--- config.mk ---
export PLATFORM = sky130hd
export DESIGN_NAME = bubble_board_host_transfer
export DESIGN_NICKNAME = d
export VERILOG_FILES = /design/src/rtl/bub_pkg.sv /design/src/rtl/xfer_if.sv /design/src/rtl/bub_dma_engine.sv /design/src/rtl/bubble_board_host_transfer.sv
export VERILOG_INCLUDE_DIRS = /design/src /design/src/rtl
export SDC_FILE = /design/constraint.sdc
export NUM_CORES = 1
export LEC_CHECK = 0
export ABC_AREA = 1
export BUFFER_PORTS_ARGS = -buffer_cell sky130_fd_sc_hd__buf_2
export CORE_MARGIN = 8
export CORE_UTILIZATION = 39
export CTS_CLUSTER_SIZE = 12
export DETAILED_ROUTE_END_ITERATION = 16
export HOLD_SLACK_MARGIN = 0.1
export SLEW_MARGIN = 30
export SYNTH_ARGS = -nofsm -noshare
export SYNTH_HDL_FRONTEND = slang
export SYNTH_HIERARCHICAL = 1
export SYNTH_SLANG_ARGS = --single-unit
--- constraint.sdc ---
create_clock -name I_REF_CLK -period 4.04 [get_ports I_REF_CLK]
set_input_delay 0.202 -clock I_REF_CLK [delete_from_list [all_inputs] [get_ports I_REF_CLK]]
set_output_delay 0.202 -clock I_REF_CLK [all_outputs]
set_load 0.01 [all_outputs]
--- src/rtl/bub_defines.svh ---
// offsets, field positions, reset values and timing counts
`ifndef BUB_DEFINES_SVH
`define BUB_DEFINES_SVH
`define CLK_HZ 40000000
`define RATE1_BPS 12500
`define RATE2_BPS 25000
`define RATE4_BPS 50000
`define TICK1_CYC ((`CLK_HZ + `RATE1_BPS - 1) / `RATE1_BPS)
`define TICK2_CYC ((`CLK_HZ + `RATE2_BPS - 1) / `RATE2_BPS)
`define TICK4_CYC ((`CLK_HZ + `RATE4_BPS - 1) / `RATE4_BPS)
`define OFS_CTRL 8'h00
`define OFS_ADDR 8'h04
`define OFS_COUNT 8'h08
`define OFS_STATUS 8'h0c
`define OFS_DATA 8'h10
`define OFS_ISTAT 8'h14
`define OFS_IMASK 8'h18
`define CTRL_START_BIT 0
`define CTRL_DIR_LSB 1
`define CTRL_MODE_LSB 3
`define CTRL_ELEM_LSB 5
`define ST_FIFO_RDY_BIT 7
`define ST_FIFO_DATA_BIT 8
`define ST_LEVEL_LSB 16
`define INT_DRQ_BIT 0
`define INT_STAT_BIT 1
`define INT_DONE_BIT 2
`define FIFO_DEPTH 6'h20
`define FIFO_HALF 6'h10
`define ADDR_RST 16'h0000
`define COUNT_RST 16'h0000
`define IMASK_RST 3'h0
`endif

--- src/rtl/bub_pkg.sv ---
// types shared by the transfer logic
package bub_pkg;
  typedef enum logic [1:0] {DIR_MEM2FIFO = 2'h0, DIR_FIFO2MEM = 2'h1, DIR_VERIFY = 2'h2} dir_e;
  typedef enum logic [1:0] {MODE_POLL = 2'h0, MODE_DRQ = 2'h1, MODE_DMA = 2'h2} mode_e;
  typedef enum logic [4:0] {
    ST_IDLE = 5'h01,
    ST_ARB = 5'h02,
    ST_MOVE = 5'h04,
    ST_HOLD = 5'h08,
    ST_END = 5'h10
  } eng_st_e;
endpackage

--- src/rtl/xfer_if.sv ---
// link between the register side and the dma engine
`timescale 1ns/1ps
interface xfer_if;
  logic start;
  bub_pkg::dir_e dir;
  logic [15:0] addr;
  logic [15:0] count;
  logic busy;
  logic done;
  logic push;
  logic pop;
  logic [7:0] wdata;
  logic full;
  logic empty;
  logic [7:0] rdata;
  modport ctl(output start, dir, addr, count, full, empty, rdata, input busy, done, push, pop, wdata);
  modport eng(input start, dir, addr, count, full, empty, rdata, output busy, done, push, pop, wdata);
endinterface

--- src/rtl/bub_dma_engine.sv ---
// dma engine moving bytes between system memory and the controller fifo
`timescale 1ns/1ps
`include "bub_defines.svh"
module bub_dma_engine (
  input wire logic i_clk,
  input wire logic i_rst_b,
  xfer_if.eng x,
  output logic o_bus_req,
  input wire logic i_bus_grant,
  output logic o_mem_req,
  output logic o_mem_wr,
  output logic [15:0] o_mem_addr,
  output logic [7:0] o_mem_wdata,
  input wire logic i_mem_ack,
  input wire logic [7:0] i_mem_rdata
);
  bub_pkg::eng_st_e st_reg, st_next;
  bub_pkg::dir_e dir_reg;
  logic [15:0] addr_reg;
  logic [15:0] cnt_reg;
  logic [7:0] data_reg;
  logic have_reg;
  logic mreq_reg;
  logic wr_reg;

  // decode of the current step
  wire m2f = dir_reg == bub_pkg::DIR_MEM2FIFO;
  wire moving = st_reg == bub_pkg::ST_MOVE;
  wire holding = st_reg == bub_pkg::ST_HOLD;
  wire ack_w = mreq_reg & i_mem_ack;
  wire last_w = cnt_reg == 16'h0001;
  wire step_w = x.push | (ack_w & wr_reg);
  wire fin_w = step_w & last_w;

  // fifo handshakes and bus outputs
  assign x.push = moving & m2f & have_reg & ~x.full;
  assign x.pop = moving & ~m2f & ~have_reg & ~mreq_reg & ~x.empty;
  assign x.wdata = data_reg;
  assign x.busy = st_reg != bub_pkg::ST_IDLE;
  assign x.done = st_reg == bub_pkg::ST_END;
  assign o_bus_req = x.busy & ~x.done;
  assign o_mem_req = mreq_reg;
  assign o_mem_wr = wr_reg;
  assign o_mem_addr = addr_reg;
  assign o_mem_wdata = data_reg;

  // next state
  always_comb begin
    st_next = st_reg;
    case (st_reg)
      bub_pkg::ST_IDLE: if (x.start) st_next = (x.count == 16'h0000) ? bub_pkg::ST_END : bub_pkg::ST_ARB;
      bub_pkg::ST_ARB: if (i_bus_grant) begin
        st_next = (dir_reg == bub_pkg::DIR_VERIFY) ? bub_pkg::ST_HOLD : bub_pkg::ST_MOVE;
      end
      bub_pkg::ST_MOVE: if (fin_w) st_next = bub_pkg::ST_END;
      bub_pkg::ST_HOLD: if (last_w) st_next = bub_pkg::ST_END;
      bub_pkg::ST_END: st_next = bub_pkg::ST_IDLE;
      default: st_next = bub_pkg::ST_IDLE;
    endcase
  end

  // byte path and memory cycles
  always_ff @(posedge i_clk or negedge i_rst_b) begin
    if (!i_rst_b) begin
      st_reg <= bub_pkg::ST_IDLE;
      dir_reg <= bub_pkg::DIR_MEM2FIFO;
      addr_reg <= `ADDR_RST;
      cnt_reg <= `COUNT_RST;
      data_reg <= 8'h00;
      have_reg <= 1'b0;
      mreq_reg <= 1'b0;
      wr_reg <= 1'b0;
    end else begin
      st_reg <= st_next;
      if (x.start && !x.busy) begin
        dir_reg <= x.dir;
        addr_reg <= x.addr;
        cnt_reg <= x.count;
        have_reg <= 1'b0;
        mreq_reg <= 1'b0;
      end else begin
        if (step_w || holding) cnt_reg <= cnt_reg - 16'h0001;
        if (moving && !have_reg && !mreq_reg && m2f) begin
          mreq_reg <= 1'b1;
          wr_reg <= 1'b0;
        end
        if (moving && have_reg && !mreq_reg && !m2f) begin
          mreq_reg <= 1'b1;
          wr_reg <= 1'b1;
        end
        if (ack_w) begin
          mreq_reg <= 1'b0;
          addr_reg <= addr_reg + 16'h0001;
          have_reg <= ~wr_reg;
          if (!wr_reg) data_reg <= i_mem_rdata;
        end
        if (x.push) have_reg <= 1'b0;
        if (x.pop) begin
          data_reg <= x.rdata;
          have_reg <= 1'b1;
        end
      end
    end
  end

  hold_quiet_a: assert property (@(posedge i_clk) disable iff (!i_rst_b)
    holding |-> o_bus_req && !o_mem_req && !x.push && !x.pop) else $error("verify cycle moved data");
  fetch_keep_a: assert property (@(posedge i_clk) disable iff (!i_rst_b)
    (ack_w && !wr_reg) |=> have_reg && x.wdata == $past(i_mem_rdata)) else $error("fetched byte lost");
  pop_store_a: assert property (@(posedge i_clk) disable iff (!i_rst_b)
    x.pop |-> ##2 o_mem_req && o_mem_wr && o_mem_wdata == $past(x.rdata, 2)) else $error("popped byte not stored");
  req_steady_a: assert property (@(posedge i_clk) disable iff (!i_rst_b)
    o_mem_req && !i_mem_ack |=> o_mem_req && $stable(o_mem_addr) && $stable(o_mem_wr))
    else $error("memory request dropped early");
endmodule

--- src/rtl/bubble_board_host_transfer.sv ---
// host transfer, status and interrupt logic of the bubble memory board
// Notes on behaviour
// - a dma read cycle fetches bytes from system memory and pushes them into the controller fifo.
// - a dma write cycle pops bytes from the controller fifo and stores them into system memory.
// - a dma verify cycle takes and holds the system bus while moving no data.
// - the status register tells polling software whether the fifo can take data or holds data.
// - in data request mode the request pin and an interrupt go active at fifo half empty or half full.
// - in status interrupt mode any change of status bits 6 to 0 raises an interrupt; fifo flag and level changes do not.
// - the status register shows busy, complete, failed, timing, correctable, uncorrectable and parity.
// - the bubble side moves bytes at 12.5K, 25K or 50K bytes per second for one, two or four elements.
//
// The APB slave port and the register offsets are this design's own decisions.
`timescale 1ns/1ps
`include "bub_defines.svh"
module bubble_board_host_transfer (
  input wire logic I_REF_CLK,
  input wire logic I_RST_B,
  input wire logic I_PSEL,
  input wire logic I_PENABLE,
  input wire logic I_PWRITE,
  input wire logic [7:0] I_PADDR,
  input wire logic [31:0] I_PWDATA,
  output logic [31:0] O_PRDATA,
  output logic O_PREADY,
  output logic O_PSLVERR,
  output logic O_IRQ,
  output logic O_DATA_REQUEST_PIN,
  output logic O_BUS_REQ,
  input wire logic I_BUS_GRANT,
  output logic O_MEM_REQ,
  output logic O_MEM_WR,
  output logic [15:0] O_MEM_ADDR,
  output logic [7:0] O_MEM_WDATA,
  input wire logic I_MEM_ACK,
  input wire logic [7:0] I_MEM_RDATA,
  output logic O_BUB_STB,
  output logic [7:0] O_BUB_DATA,
  input wire logic [7:0] I_BUB_DATA,
  input wire logic I_ERR_CORR,
  input wire logic I_ERR_UNCORR,
  input wire logic I_ERR_PARITY
);
  xfer_if x ();

  bub_pkg::mode_e mode_reg;
  bub_pkg::dir_e dir_reg;
  logic [1:0] elem_reg;
  logic [15:0] addr_reg;
  logic [15:0] count_reg;
  logic [2:0] int_stat_reg;
  logic [2:0] int_stat_next;
  logic [2:0] int_mask_reg;
  logic [2:0] err_s1_reg;
  logic [2:0] err_s2_reg;
  logic op_busy_reg;
  logic done_reg;
  logic fail_reg;
  logic timing_reg;
  logic corr_reg;
  logic uncorr_reg;
  logic parity_reg;
  logic [6:0] stat_prev_reg;
  logic drq_prev_reg;
  logic [7:0] fifo_mem [0:`FIFO_DEPTH-1];
  logic [4:0] wr_ptr_reg;
  logic [4:0] rd_ptr_reg;
  logic [5:0] level_reg;
  logic [11:0] div_cnt_reg;
  logic [15:0] bub_left_reg;
  logic bub_stb_reg;
  logic [7:0] bub_data_reg;
  logic pready_reg;
  logic pslverr_reg;
  logic rd_ok_reg;
  logic [31:0] prdata_reg;
  logic [11:0] gap_reg;
  logic tick_seen_reg;

  // apb decode
  wire acc_w = I_PSEL & I_PENABLE;
  wire fin_apb = acc_w & pready_reg;
  wire wr_w = fin_apb & I_PWRITE;
  wire rd_w = fin_apb & ~I_PWRITE;
  wire sel_ctrl = I_PADDR == `OFS_CTRL;
  wire sel_addr = I_PADDR == `OFS_ADDR;
  wire sel_count = I_PADDR == `OFS_COUNT;
  wire sel_status = I_PADDR == `OFS_STATUS;
  wire sel_data = I_PADDR == `OFS_DATA;
  wire sel_istat = I_PADDR == `OFS_ISTAT;
  wire sel_imask = I_PADDR == `OFS_IMASK;
  wire hit_w = sel_ctrl | sel_addr | sel_count | sel_status | sel_data | sel_istat | sel_imask;
  wire [1:0] wmode_w = I_PWDATA[`CTRL_MODE_LSB +: 2];
  wire start_w = wr_w & sel_ctrl & I_PWDATA[`CTRL_START_BIT] & ~op_busy_reg;

  // mode and fifo state
  wire is_dma = mode_reg == bub_pkg::MODE_DMA;
  wire m2f = dir_reg == bub_pkg::DIR_MEM2FIFO;
  wire f2m = dir_reg == bub_pkg::DIR_FIFO2MEM;
  wire full_w = level_reg == `FIFO_DEPTH;
  wire empty_w = level_reg == 6'h00;
  wire [7:0] head_w = fifo_mem[rd_ptr_reg];

  // bubble side byte clock, one enable pulse per byte
  wire [11:0] tick_cyc_w = (elem_reg == 2'h0) ? 12'(`TICK1_CYC) :
                           (elem_reg == 2'h1) ? 12'(`TICK2_CYC) : 12'(`TICK4_CYC);
  wire bub_run = op_busy_reg & (bub_left_reg != 16'h0000);
  wire tick_w = bub_run & (div_cnt_reg == tick_cyc_w - 12'h001);
  wire bub_pop = tick_w & m2f & ~empty_w;
  wire bub_push = tick_w & f2m & ~full_w;
  wire tim_err_w = tick_w & ((m2f & empty_w) | (f2m & full_w));

  // fifo port selection
  wire apb_push = wr_w & sel_data & ~is_dma & m2f & ~full_w;
  wire apb_pop = rd_w & sel_data & ~is_dma & f2m & rd_ok_reg;
  wire push_w = x.push | apb_push | bub_push;
  wire pop_w = x.pop | apb_pop | bub_pop;
  wire [7:0] din_w = f2m ? I_BUB_DATA : (is_dma ? x.wdata : I_PWDATA[7:0]);
  wire finish_w = op_busy_reg & (bub_left_reg == 16'h0000) & ~x.busy;

  // status word and events
  wire [6:0] status7_w = {parity_reg, uncorr_reg, corr_reg, timing_reg, fail_reg, done_reg, op_busy_reg};
  wire [31:0] status_w = {10'h000, level_reg, 7'h00, ~empty_w, ~full_w, status7_w};
  wire stat_chg_w = status7_w != stat_prev_reg;
  wire drq_w = op_busy_reg & (mode_reg == bub_pkg::MODE_DRQ) &
               ((m2f & (level_reg <= `FIFO_HALF)) | (f2m & (level_reg >= `FIFO_HALF)));
  wire [2:0] ev_w = {finish_w, stat_chg_w, drq_w & ~drq_prev_reg};
  wire [2:0] clr_w = ({3{wr_w & sel_istat}} & I_PWDATA[2:0]) |
                     ({3{rd_w & sel_status}} & 3'h2);

  // read data selection
  wire [31:0] ctrl_rd_w = {25'h0000000, elem_reg, mode_reg, dir_reg, 1'b0};
  wire [31:0] rd_mux_w = sel_ctrl ? ctrl_rd_w :
                         sel_addr ? {16'h0000, addr_reg} :
                         sel_count ? {16'h0000, count_reg} :
                         sel_status ? status_w :
                         sel_data ? {24'h000000, empty_w ? 8'h00 : head_w} :
                         sel_istat ? {29'h00000000, int_stat_reg} :
                         sel_imask ? {29'h00000000, int_mask_reg} : 32'h00000000;

  // engine hookup and outputs
  assign x.start = start_w & (wmode_w == bub_pkg::MODE_DMA);
  assign x.dir = bub_pkg::dir_e'(I_PWDATA[`CTRL_DIR_LSB +: 2]);
  assign x.addr = addr_reg;
  assign x.count = count_reg;
  assign x.full = full_w;
  assign x.empty = empty_w;
  assign x.rdata = head_w;
  assign int_stat_next = (int_stat_reg & ~clr_w) | ev_w;
  assign O_IRQ = |(int_stat_reg & int_mask_reg);
  assign O_DATA_REQUEST_PIN = drq_w;
  assign O_PRDATA = prdata_reg;
  assign O_PREADY = pready_reg;
  assign O_PSLVERR = pslverr_reg;
  assign O_BUB_STB = bub_stb_reg;
  assign O_BUB_DATA = bub_data_reg;

  bub_dma_engine u_eng (
    .i_clk(I_REF_CLK),
    .i_rst_b(I_RST_B),
    .x(x),
    .o_bus_req(O_BUS_REQ),
    .i_bus_grant(I_BUS_GRANT),
    .o_mem_req(O_MEM_REQ),
    .o_mem_wr(O_MEM_WR),
    .o_mem_addr(O_MEM_ADDR),
    .o_mem_wdata(O_MEM_WDATA),
    .i_mem_ack(I_MEM_ACK),
    .i_mem_rdata(I_MEM_RDATA)
  );

  // error pins into the clock domain
  always_ff @(posedge I_REF_CLK or negedge I_RST_B) begin
    if (!I_RST_B) begin
      err_s1_reg <= 3'h0;
      err_s2_reg <= 3'h0;
    end else begin
      err_s1_reg <= {I_ERR_PARITY, I_ERR_UNCORR, I_ERR_CORR};
      err_s2_reg <= err_s1_reg;
    end
  end

  // software written configuration
  always_ff @(posedge I_REF_CLK or negedge I_RST_B) begin
    if (!I_RST_B) begin
      mode_reg <= bub_pkg::MODE_POLL;
      dir_reg <= bub_pkg::DIR_MEM2FIFO;
      elem_reg <= 2'h0;
      addr_reg <= `ADDR_RST;
      count_reg <= `COUNT_RST;
      int_mask_reg <= `IMASK_RST;
    end else if (wr_w) begin
      if (sel_ctrl && !op_busy_reg) begin
        mode_reg <= bub_pkg::mode_e'(wmode_w);
        dir_reg <= bub_pkg::dir_e'(I_PWDATA[`CTRL_DIR_LSB +: 2]);
        elem_reg <= I_PWDATA[`CTRL_ELEM_LSB +: 2];
      end
      if (sel_addr) addr_reg <= I_PWDATA[15:0];
      if (sel_count) count_reg <= I_PWDATA[15:0];
      if (sel_imask) int_mask_reg <= I_PWDATA[2:0];
    end
  end

  // interrupt status, set wins over clear
  always_ff @(posedge I_REF_CLK or negedge I_RST_B) begin
    if (!I_RST_B) begin
      int_stat_reg <= 3'h0;
      stat_prev_reg <= 7'h00;
      drq_prev_reg <= 1'b0;
    end else begin
      int_stat_reg <= int_stat_next;
      stat_prev_reg <= status7_w;
      drq_prev_reg <= drq_w;
    end
  end

  // operation status flags
  always_ff @(posedge I_REF_CLK or negedge I_RST_B) begin
    if (!I_RST_B) begin
      op_busy_reg <= 1'b0;
      done_reg <= 1'b0;
      fail_reg <= 1'b0;
      timing_reg <= 1'b0;
      corr_reg <= 1'b0;
      uncorr_reg <= 1'b0;
      parity_reg <= 1'b0;
    end else if (start_w) begin
      op_busy_reg <= 1'b1;
      {done_reg, fail_reg, timing_reg, corr_reg, uncorr_reg, parity_reg} <= 6'h00;
    end else if (op_busy_reg) begin
      if (tim_err_w) timing_reg <= 1'b1;
      if (err_s2_reg[0]) corr_reg <= 1'b1;
      if (err_s2_reg[1]) uncorr_reg <= 1'b1;
      if (err_s2_reg[2]) parity_reg <= 1'b1;
      if (finish_w) begin
        op_busy_reg <= 1'b0;
        done_reg <= 1'b1;
        fail_reg <= timing_reg | uncorr_reg | err_s2_reg[1];
      end
    end
  end

  // fifo storage
  always_ff @(posedge I_REF_CLK) begin
    if (push_w) fifo_mem[wr_ptr_reg] <= din_w;
  end

  // fifo pointers and level
  always_ff @(posedge I_REF_CLK or negedge I_RST_B) begin
    if (!I_RST_B) begin
      wr_ptr_reg <= 5'h00;
      rd_ptr_reg <= 5'h00;
      level_reg <= 6'h00;
    end else if (start_w) begin
      wr_ptr_reg <= 5'h00;
      rd_ptr_reg <= 5'h00;
      level_reg <= 6'h00;
    end else begin
      if (push_w) wr_ptr_reg <= wr_ptr_reg + 5'h01;
      if (pop_w) rd_ptr_reg <= rd_ptr_reg + 5'h01;
      level_reg <= level_reg + {5'h00, push_w} - {5'h00, pop_w};
    end
  end

  // bubble side pacing and byte output
  always_ff @(posedge I_REF_CLK or negedge I_RST_B) begin
    if (!I_RST_B) begin
      div_cnt_reg <= 12'h000;
      bub_left_reg <= 16'h0000;
      bub_stb_reg <= 1'b0;
      bub_data_reg <= 8'h00;
    end else if (start_w) begin
      div_cnt_reg <= 12'h000;
      bub_left_reg <= count_reg;
      bub_stb_reg <= 1'b0;
    end else begin
      bub_stb_reg <= bub_pop;
      if (bub_pop) bub_data_reg <= head_w;
      if (bub_run) div_cnt_reg <= tick_w ? 12'h000 : div_cnt_reg + 12'h001;
      if (tick_w) bub_left_reg <= bub_left_reg - 16'h0001;
    end
  end

  // apb slave, one wait state per access
  always_ff @(posedge I_REF_CLK or negedge I_RST_B) begin
    if (!I_RST_B) begin
      pready_reg <= 1'b0;
      pslverr_reg <= 1'b0;
      rd_ok_reg <= 1'b0;
      prdata_reg <= 32'h00000000;
    end else begin
      pready_reg <= acc_w & ~pready_reg;
      if (acc_w && !pready_reg) begin
        prdata_reg <= I_PWRITE ? 32'h00000000 : rd_mux_w;
        pslverr_reg <= ~hit_w;
        rd_ok_reg <= ~empty_w;
      end
    end
  end

  // byte spacing watch for the rate check
  always_ff @(posedge I_REF_CLK or negedge I_RST_B) begin
    if (!I_RST_B) begin
      gap_reg <= 12'h000;
      tick_seen_reg <= 1'b0;
    end else if (start_w) begin
      gap_reg <= 12'h000;
      tick_seen_reg <= 1'b0;
    end else if (bub_run) begin
      gap_reg <= tick_w ? 12'h000 : gap_reg + 12'h001;
      if (tick_w) tick_seen_reg <= 1'b1;
    end
  end

  byte_rate_a: assert property (@(posedge I_REF_CLK) disable iff (!I_RST_B)
    tick_w && tick_seen_reg |-> gap_reg == tick_cyc_w - 12'h001) else $error("bubble byte rate wrong");
  drq_irq_a: assert property (@(posedge I_REF_CLK) disable iff (!I_RST_B)
    $rose(O_DATA_REQUEST_PIN) |=> int_stat_reg[`INT_DRQ_BIT]) else $error("data request without interrupt");
  drq_drop_a: assert property (@(posedge I_REF_CLK) disable iff (!I_RST_B)
    (m2f && level_reg > `FIFO_HALF) || (f2m && level_reg < `FIFO_HALF) |-> !O_DATA_REQUEST_PIN)
    else $error("data request held past threshold");
  stat_chg_a: assert property (@(posedge I_REF_CLK) disable iff (!I_RST_B)
    status7_w != $past(status7_w) |=> int_stat_reg[`INT_STAT_BIT]) else $error("status change not flagged");
  stat_clr_a: assert property (@(posedge I_REF_CLK) disable iff (!I_RST_B)
    rd_w && sel_status && !stat_chg_w |=> !int_stat_reg[`INT_STAT_BIT]) else $error("status read kept pending");
  status_rd_a: assert property (@(posedge I_REF_CLK) disable iff (!I_RST_B)
    acc_w && !pready_reg && !I_PWRITE && sel_status |=> O_PREADY && O_PRDATA[0] == $past(op_busy_reg) &&
    O_PRDATA[`ST_FIFO_RDY_BIT] == $past(!full_w) && O_PRDATA[`ST_FIFO_DATA_BIT] == $past(!empty_w))
    else $error("status word wrong");
endmodule

Word-level counts from Yosys, hierarchy flattened
Memory sizes are Yosys's and may differ from the RTL's.
Index checks and enable logic that the tools add are counted.

storage, ports and cells
  register bits = 203
  memories = 1
  logic and storage cells = 284
  memory bits (writable) = 256
  output and inout port bits = 72

memory list
  name      words  width  read ports  clocked after Yosys merged registers in  wr ports  RTL line                          RTL
  fifo_mem  32     8      1           0                                        1         bubble_board_host_transfer.sv:64  logic [7:0] fifo_mem [0:`FIFO_DEPTH-1];

cells by class
  equal/unequal tests = 27
  reductions and logical operators = 54
  add/sub/neg operators = 9
  muxes and demuxes = 71
  magnitude comparators = 2
  bitwise operators = 83

operators with widths
  operator                                                                 number
  22-bit two-way mux                                                       5
  16-bit two-way mux                                                       6
  8-bit two-way mux                                                        7
  12-bit two-way mux                                                       4
  1-bit AND                                                                46
  5-bit two-way mux                                                        9
  1-bit two-way mux                                                        34
  16-bit logical NOT                                                       2
  16-bit by 1-bit subtractor with 16-bit output (second input constant)    2
  2-bit nonzero test                                                       14
  8-bit by 5-bit equality test with 1-bit output (second input constant)   3
  2-bit AND reduction                                                      11
  5-bit one-hot mux with 4 select lines                                    1
  16-bit by 1-bit adder with 16-bit output (second input constant)         1
  16-bit by 1-bit equality test with 1-bit output (second input constant)  1
  8-bit by 4-bit equality test with 1-bit output (second input constant)   2
  1-bit inverter                                                           16
  16-bit nonzero test                                                      1
  1-bit OR                                                                 15
  12-bit by 1-bit adder with 12-bit output (second input constant)         1
  12-bit equality test                                                     1
  12-bit by 1-bit subtractor with 12-bit output (second input constant)    1
  11-bit two-way mux                                                       1
  5-bit by 1-bit adder with 5-bit output (second input constant)           2
  34 further kinds                                                         60

Logic depth before layout (Yosys ltp)
  depth after elaboration = 12
  depth in mapped cells = 20
  depth with buffers taken out = 20

Cells and area by module
Netlist, hierarchy kept.

modules (own cells, without submodules)
  module                      cells an instance  times used  area each (µm²)
  bubble_board_host_transfer  1779               1           18072.3
  bub_dma_engine              548                1           3651.0

Least setup slack after synthesis
Ideal clock, no wire load.

  kind = register to register
  start = register level_reg[2]
  end = register level_reg[4]
  stages on the path, launching flop included = 20
  buffers on the path = 0
  clock period less this slack = 3.256 ns
  library setup time = 0.120 ns
  data required time = 3.920 ns
  path slack = 0.784 ns
  arrival = 3.136 ns
  path through = dfrtp_1 > inv_1 > ha_1 > nand3_1 > nor2_1 > nor2_2 > nand3_4 > inv_1 > a31oi_1 > nand2_2 > ha_1 > inv_1 > ha_1 > fa_1 > nand2_1 > inv_1 > nor2_1 > o21ai_0 > xnor2_1 > nor2_1

between the ends
  elaborated cells between the ends (all ways) = 16
  classes of those cells = add/sub: 2; eq/ne: 1; mux: 1; bitwise: 11; reduce/logical: 1

RTL lines
  item                                         RTL line                           RTL
  from (decl)                                  bubble_board_host_transfer.sv:67   logic [5:0] level_reg;
  from (signal assigned)                       bubble_board_host_transfer.sv:260  level_reg <= level_reg + {5'h00, push_w} - {5'h00, pop_w};
  6-bit logical NOT                            bubble_board_host_transfer.sv:100  wire empty_w = level_reg == 6'h00;
  net empty_w                                  bubble_board_host_transfer.sv:100
  1-bit inverter                               bub_dma_engine.sv:37               assign x.pop = moving & ~m2f & ~have_reg & ~mreq_reg & ~x.empty;
  1-bit AND                                    bub_dma_engine.sv:37
  net x.pop                                    xfer_if.sv:11                      logic pop;
  1-bit OR (2 in a row)                        bubble_board_host_transfer.sv:116  wire pop_w = x.pop | apb_pop | bub_pop;
  6-bit by 1-bit subtractor with 6-bit output  bubble_board_host_transfer.sv:260
  6-bit two-way mux                            bubble_board_host_transfer.sv:253  end else if (start_w) begin

The timed path passes the listed nets, and every way through them passes these cells.
A chain may end at the register's enable or synchronous reset.

Worst setup path in the final report
  start = register level_reg[3]
  end = register level_reg[4]

Same word-level chain as after synthesis.

==> qor.yml <==
route:
  dr.pass1.iters: 6
  viasPerCell: 5.21
  wire_per_inst_um: 19.1
  drtIter0Drc: 1608
  num_vias: 16915
  drc: 0
  drt-total-wl_um: 61800
  drtAntennaViolNets: 0
logic_synthesis:
  synthTopCellsByArea: "edfxtp_1 35%, dfrtp_1 22%, nand2_1 8.6%"
  yosysTopAreaCellShare: 0.354
  synth.largest_area_cell: "edfxtp_1"
  synth_common_cells: "500 x nand2_1, 302 x nor2_1, 256 x edfxtp_1, 203 x nand3_1, 197 x inv_1"
  syn_inst: 2327
  async_flop_share: 0.430
  syn_area_mm2: 0.0217
  yosys_register_bits: 449
  synth_flop_cell: "edfxtp_1"
  yosys_warnings: 6
  synthDistinctLibCells: 64
  yosysMostFrequentCell: "nand2_1"
  postSynthAreaPerCell_um2: 9.34
  ys_seq_area_frac: 0.576
  synth_edf_count: 256
power:
  p_seq_frac: 0.506
  clockPowerShare: 0.426
  power.switching_mw: 2.31
  combPwrFrac: 0.067
  internal_power_mw: 7.64
  leakage_nw: 10.6
  ir_drop_mv: 0.263
  power.share.switching: 0.232
  p_per_area_mw_per_mm2: 400
layout:
  final_core_util: 0.452
  nFillCells: 5219
  final_nets: 2552
  design_area_mm2: 0.0249
  regMostFlops: "fifo_mem"
  drive_above_1_share: 0.130
  area_growth_pct: 14.5
  largest_reg_flops: 256
sta:
  fin_crit_ns: 3.65
  hold_viol: 0
  finalSetupViolations: 0
  finalCritPeriodShare: 0.903
  max_freq_mhz: 274
  worst_slew_pin_slew_ns: 0.969
  rsz0062_at_grt: "false"
  slew_violations: 0
  slew_headroom: 0.354
  fin_setup_tns_ns: 0
  skew_ns: 0.0385
  worst_slack_ns: 0.393
critical_path:
  worstSetupEndpointType: "flop"
  cp_common_cell: "inv_1"
  critPathLaunchType: "flop"
  max_stage_delay_ns: 0.42
  cp_slowest_cell: "fa_1"
  path_cells: "inv_1, ha_1, nand3_1, nor2_1, nor2_2, nand3_4, inv_1, a31oi_1, nand2_2, ha_1, inv_1, ha_1, fa_1, nand2_1, inv_1, nor2_1, o21ai_0, xnor2_1, nor2_1"
  worstPathRequired_ns: 4.49
  worstSetupPathType: "flop to flop"
  path_max_fanout: 10
  crit_arrival_ns: 4.10
die:
  start_util: 0.394
  die_h_um: 252
  io_pins: 138
  core_area_mm2: 0.0551
  die_area_mm2: 0.0635
  row_count: 86
  fp.dieW_um: 252
global_route:
  track_usage: 0.192
  grt_pass1_wl_um: 96300
  grt_pass1_vias: 16336
  antenna_found_initial: 0
  grt_overflow_total: 0
  grt_max_degree: 116
placed_design:
  portBuffers: 111
  place_congestion: 0.898
  dp_slack_ns: 0.470
  post_dp_cell_area_mm2: 0.0230
  dp_hpwl_um: 42400
cts:
  cts_max_path_buffers: 3
  insertion_delay_ns: 0.60
  cts.reportedPaths.clkPinSlew_ns: 0.06
  root_buffer: "clkbuf_16"
  cts.sinks: 449
  cts_setup_buffers: 0
  cts_tree: "built"
  cts-buffers-inserted: 47
  h-tree-depth: 2
flow_run:
  maxCapViolCount: 0
hold_path:
  hold_path.class: "input pin to flop"
run_status:
  status: "finished clean"
critical path, delay by kind of cell (launching register included):
family	cells	cell delay [ns]
AOI/OAI and AO/OA	2	0.36
xor gates and xnor gates	1	0.14
DFF	1	0.38
and+or+nand+nor	8	1.23
buffers and inverters	4	0.31
adders and majority gates	4	1.11
layer usage:
layer | GRT usage | vias up | share of wire
met5 | 0 | - | 0
met4 | 0.0441 | 0 | 0.019
met3 | 0.0349 | 77 | 0.070
met2 | 0.302 | 524 | 0.45
met1 | 0.273 | 8228 | 0.46
li1 | - | 8086 | -
through the flow:
| step | power, mW | hold slack (ns) | std cells |
|---|---|---|---|
| after CTS | 10.0 | 0.105 | 3241 |
| after global placement | 5.76 | 0.323 | 3129 |
| after floorplan | 5.52 | -0.0936 | 2336 |
| final | 9.95 | 0.142 | 3244 |
| after global routing | 10.3 | 0.191 | 3243 |
| after detailed placement | 5.77 | 0.327 | 3129 |
final timing paths:
kind	start	end	slack (ns)	cells past startpoint
setup / recovery	level_reg[3]	level_reg[4]	0.39	19
hold / removal	I_PADDR[5]	int_stat_reg[2]	0.14	5
setup reg to reg	level_reg[3]	level_reg[4]	0.39	19
hold reg to reg	err_s1_reg[2]	err_s2_reg[2]	0.35	0
max in group asynchronous	I_RST_B	int_mask_reg[0]	2.30	5
min in group asynchronous	I_RST_B	u_eng/o_mem_addr[9]	0.60	3
power by group through the flow:
stage,sequential [mW],combinational (mW),clock [mW]
floorplan,5.14,0.385,0
global placement,5.13,0.631,0
detailed placement,5.13,0.637,0
CTS,5.04,0.667,4.33
global route,5.05,0.755,4.51
finish,5.04,0.669,4.25
final cells by class:
type	instances	area, um2	share of cell area
inverters	214	806	0.0324
well taps	748	936	0.0376
repair buffers	187	1260	0.0508
flip-flops and latches	449	12500	0.503
clock inverters	12	170	0.00684
clock buffers	68	1320	0.0529
multi-input cells	1565	7870	0.316
diodes	1	2.50	0.000101
repair_timing:
action / 4_1_cts / 5_1_grt
resized for setup: 0 / 0
hold endpoints to repair: 171 / 27
hold buffers: 32 / 1
cell usage in the layout (no fill, tap or decap), types with 5 or more instances in the layout:
cell type,count
a21oi_1,52
a31oi_1,5
a31oi_2,9
a32o_1,5
buf_2,110
buf_4,40
clkbuf_1,16
clkbuf_16,48
clkinv_1,5
clkinv_2,6
conb_1,10
dfrtp_1,190
dlygate4sd3_1,33
edfxtp_1,256
ha_1,21
inv_1,196
inv_2,13
nand2_1,500
nand2_2,7
nand2_4,6
nand3_1,203
nand3_2,7
nand4_1,49
nor2_1,302
nor2_2,16
nor2_4,7
nor3_1,17
o211ai_1,29
o21ai_0,189
o21ai_1,7
o21ai_2,10
o22ai_1,10
or2_2,10
xnor2_1,7
xor2_1,32
cells by family (layout without fill, tap and decap cells):
logic type	Yosys count	count (layout)	share of synthesized area
and+or+nand+nor	1155	1155	0.240
DFF	449	449	0.576
AOI/OAI and AO/OA	338	338	0.0888
buffers and inverters	322	481	0.0655
xor gates and xnor gates	39	39	0.0157
adders and majority gates	22	22	0.0130
other	1	11	0.000173
muxes	1	1	0.000518
No activity file was read; power rests on OpenSTA's default activity.
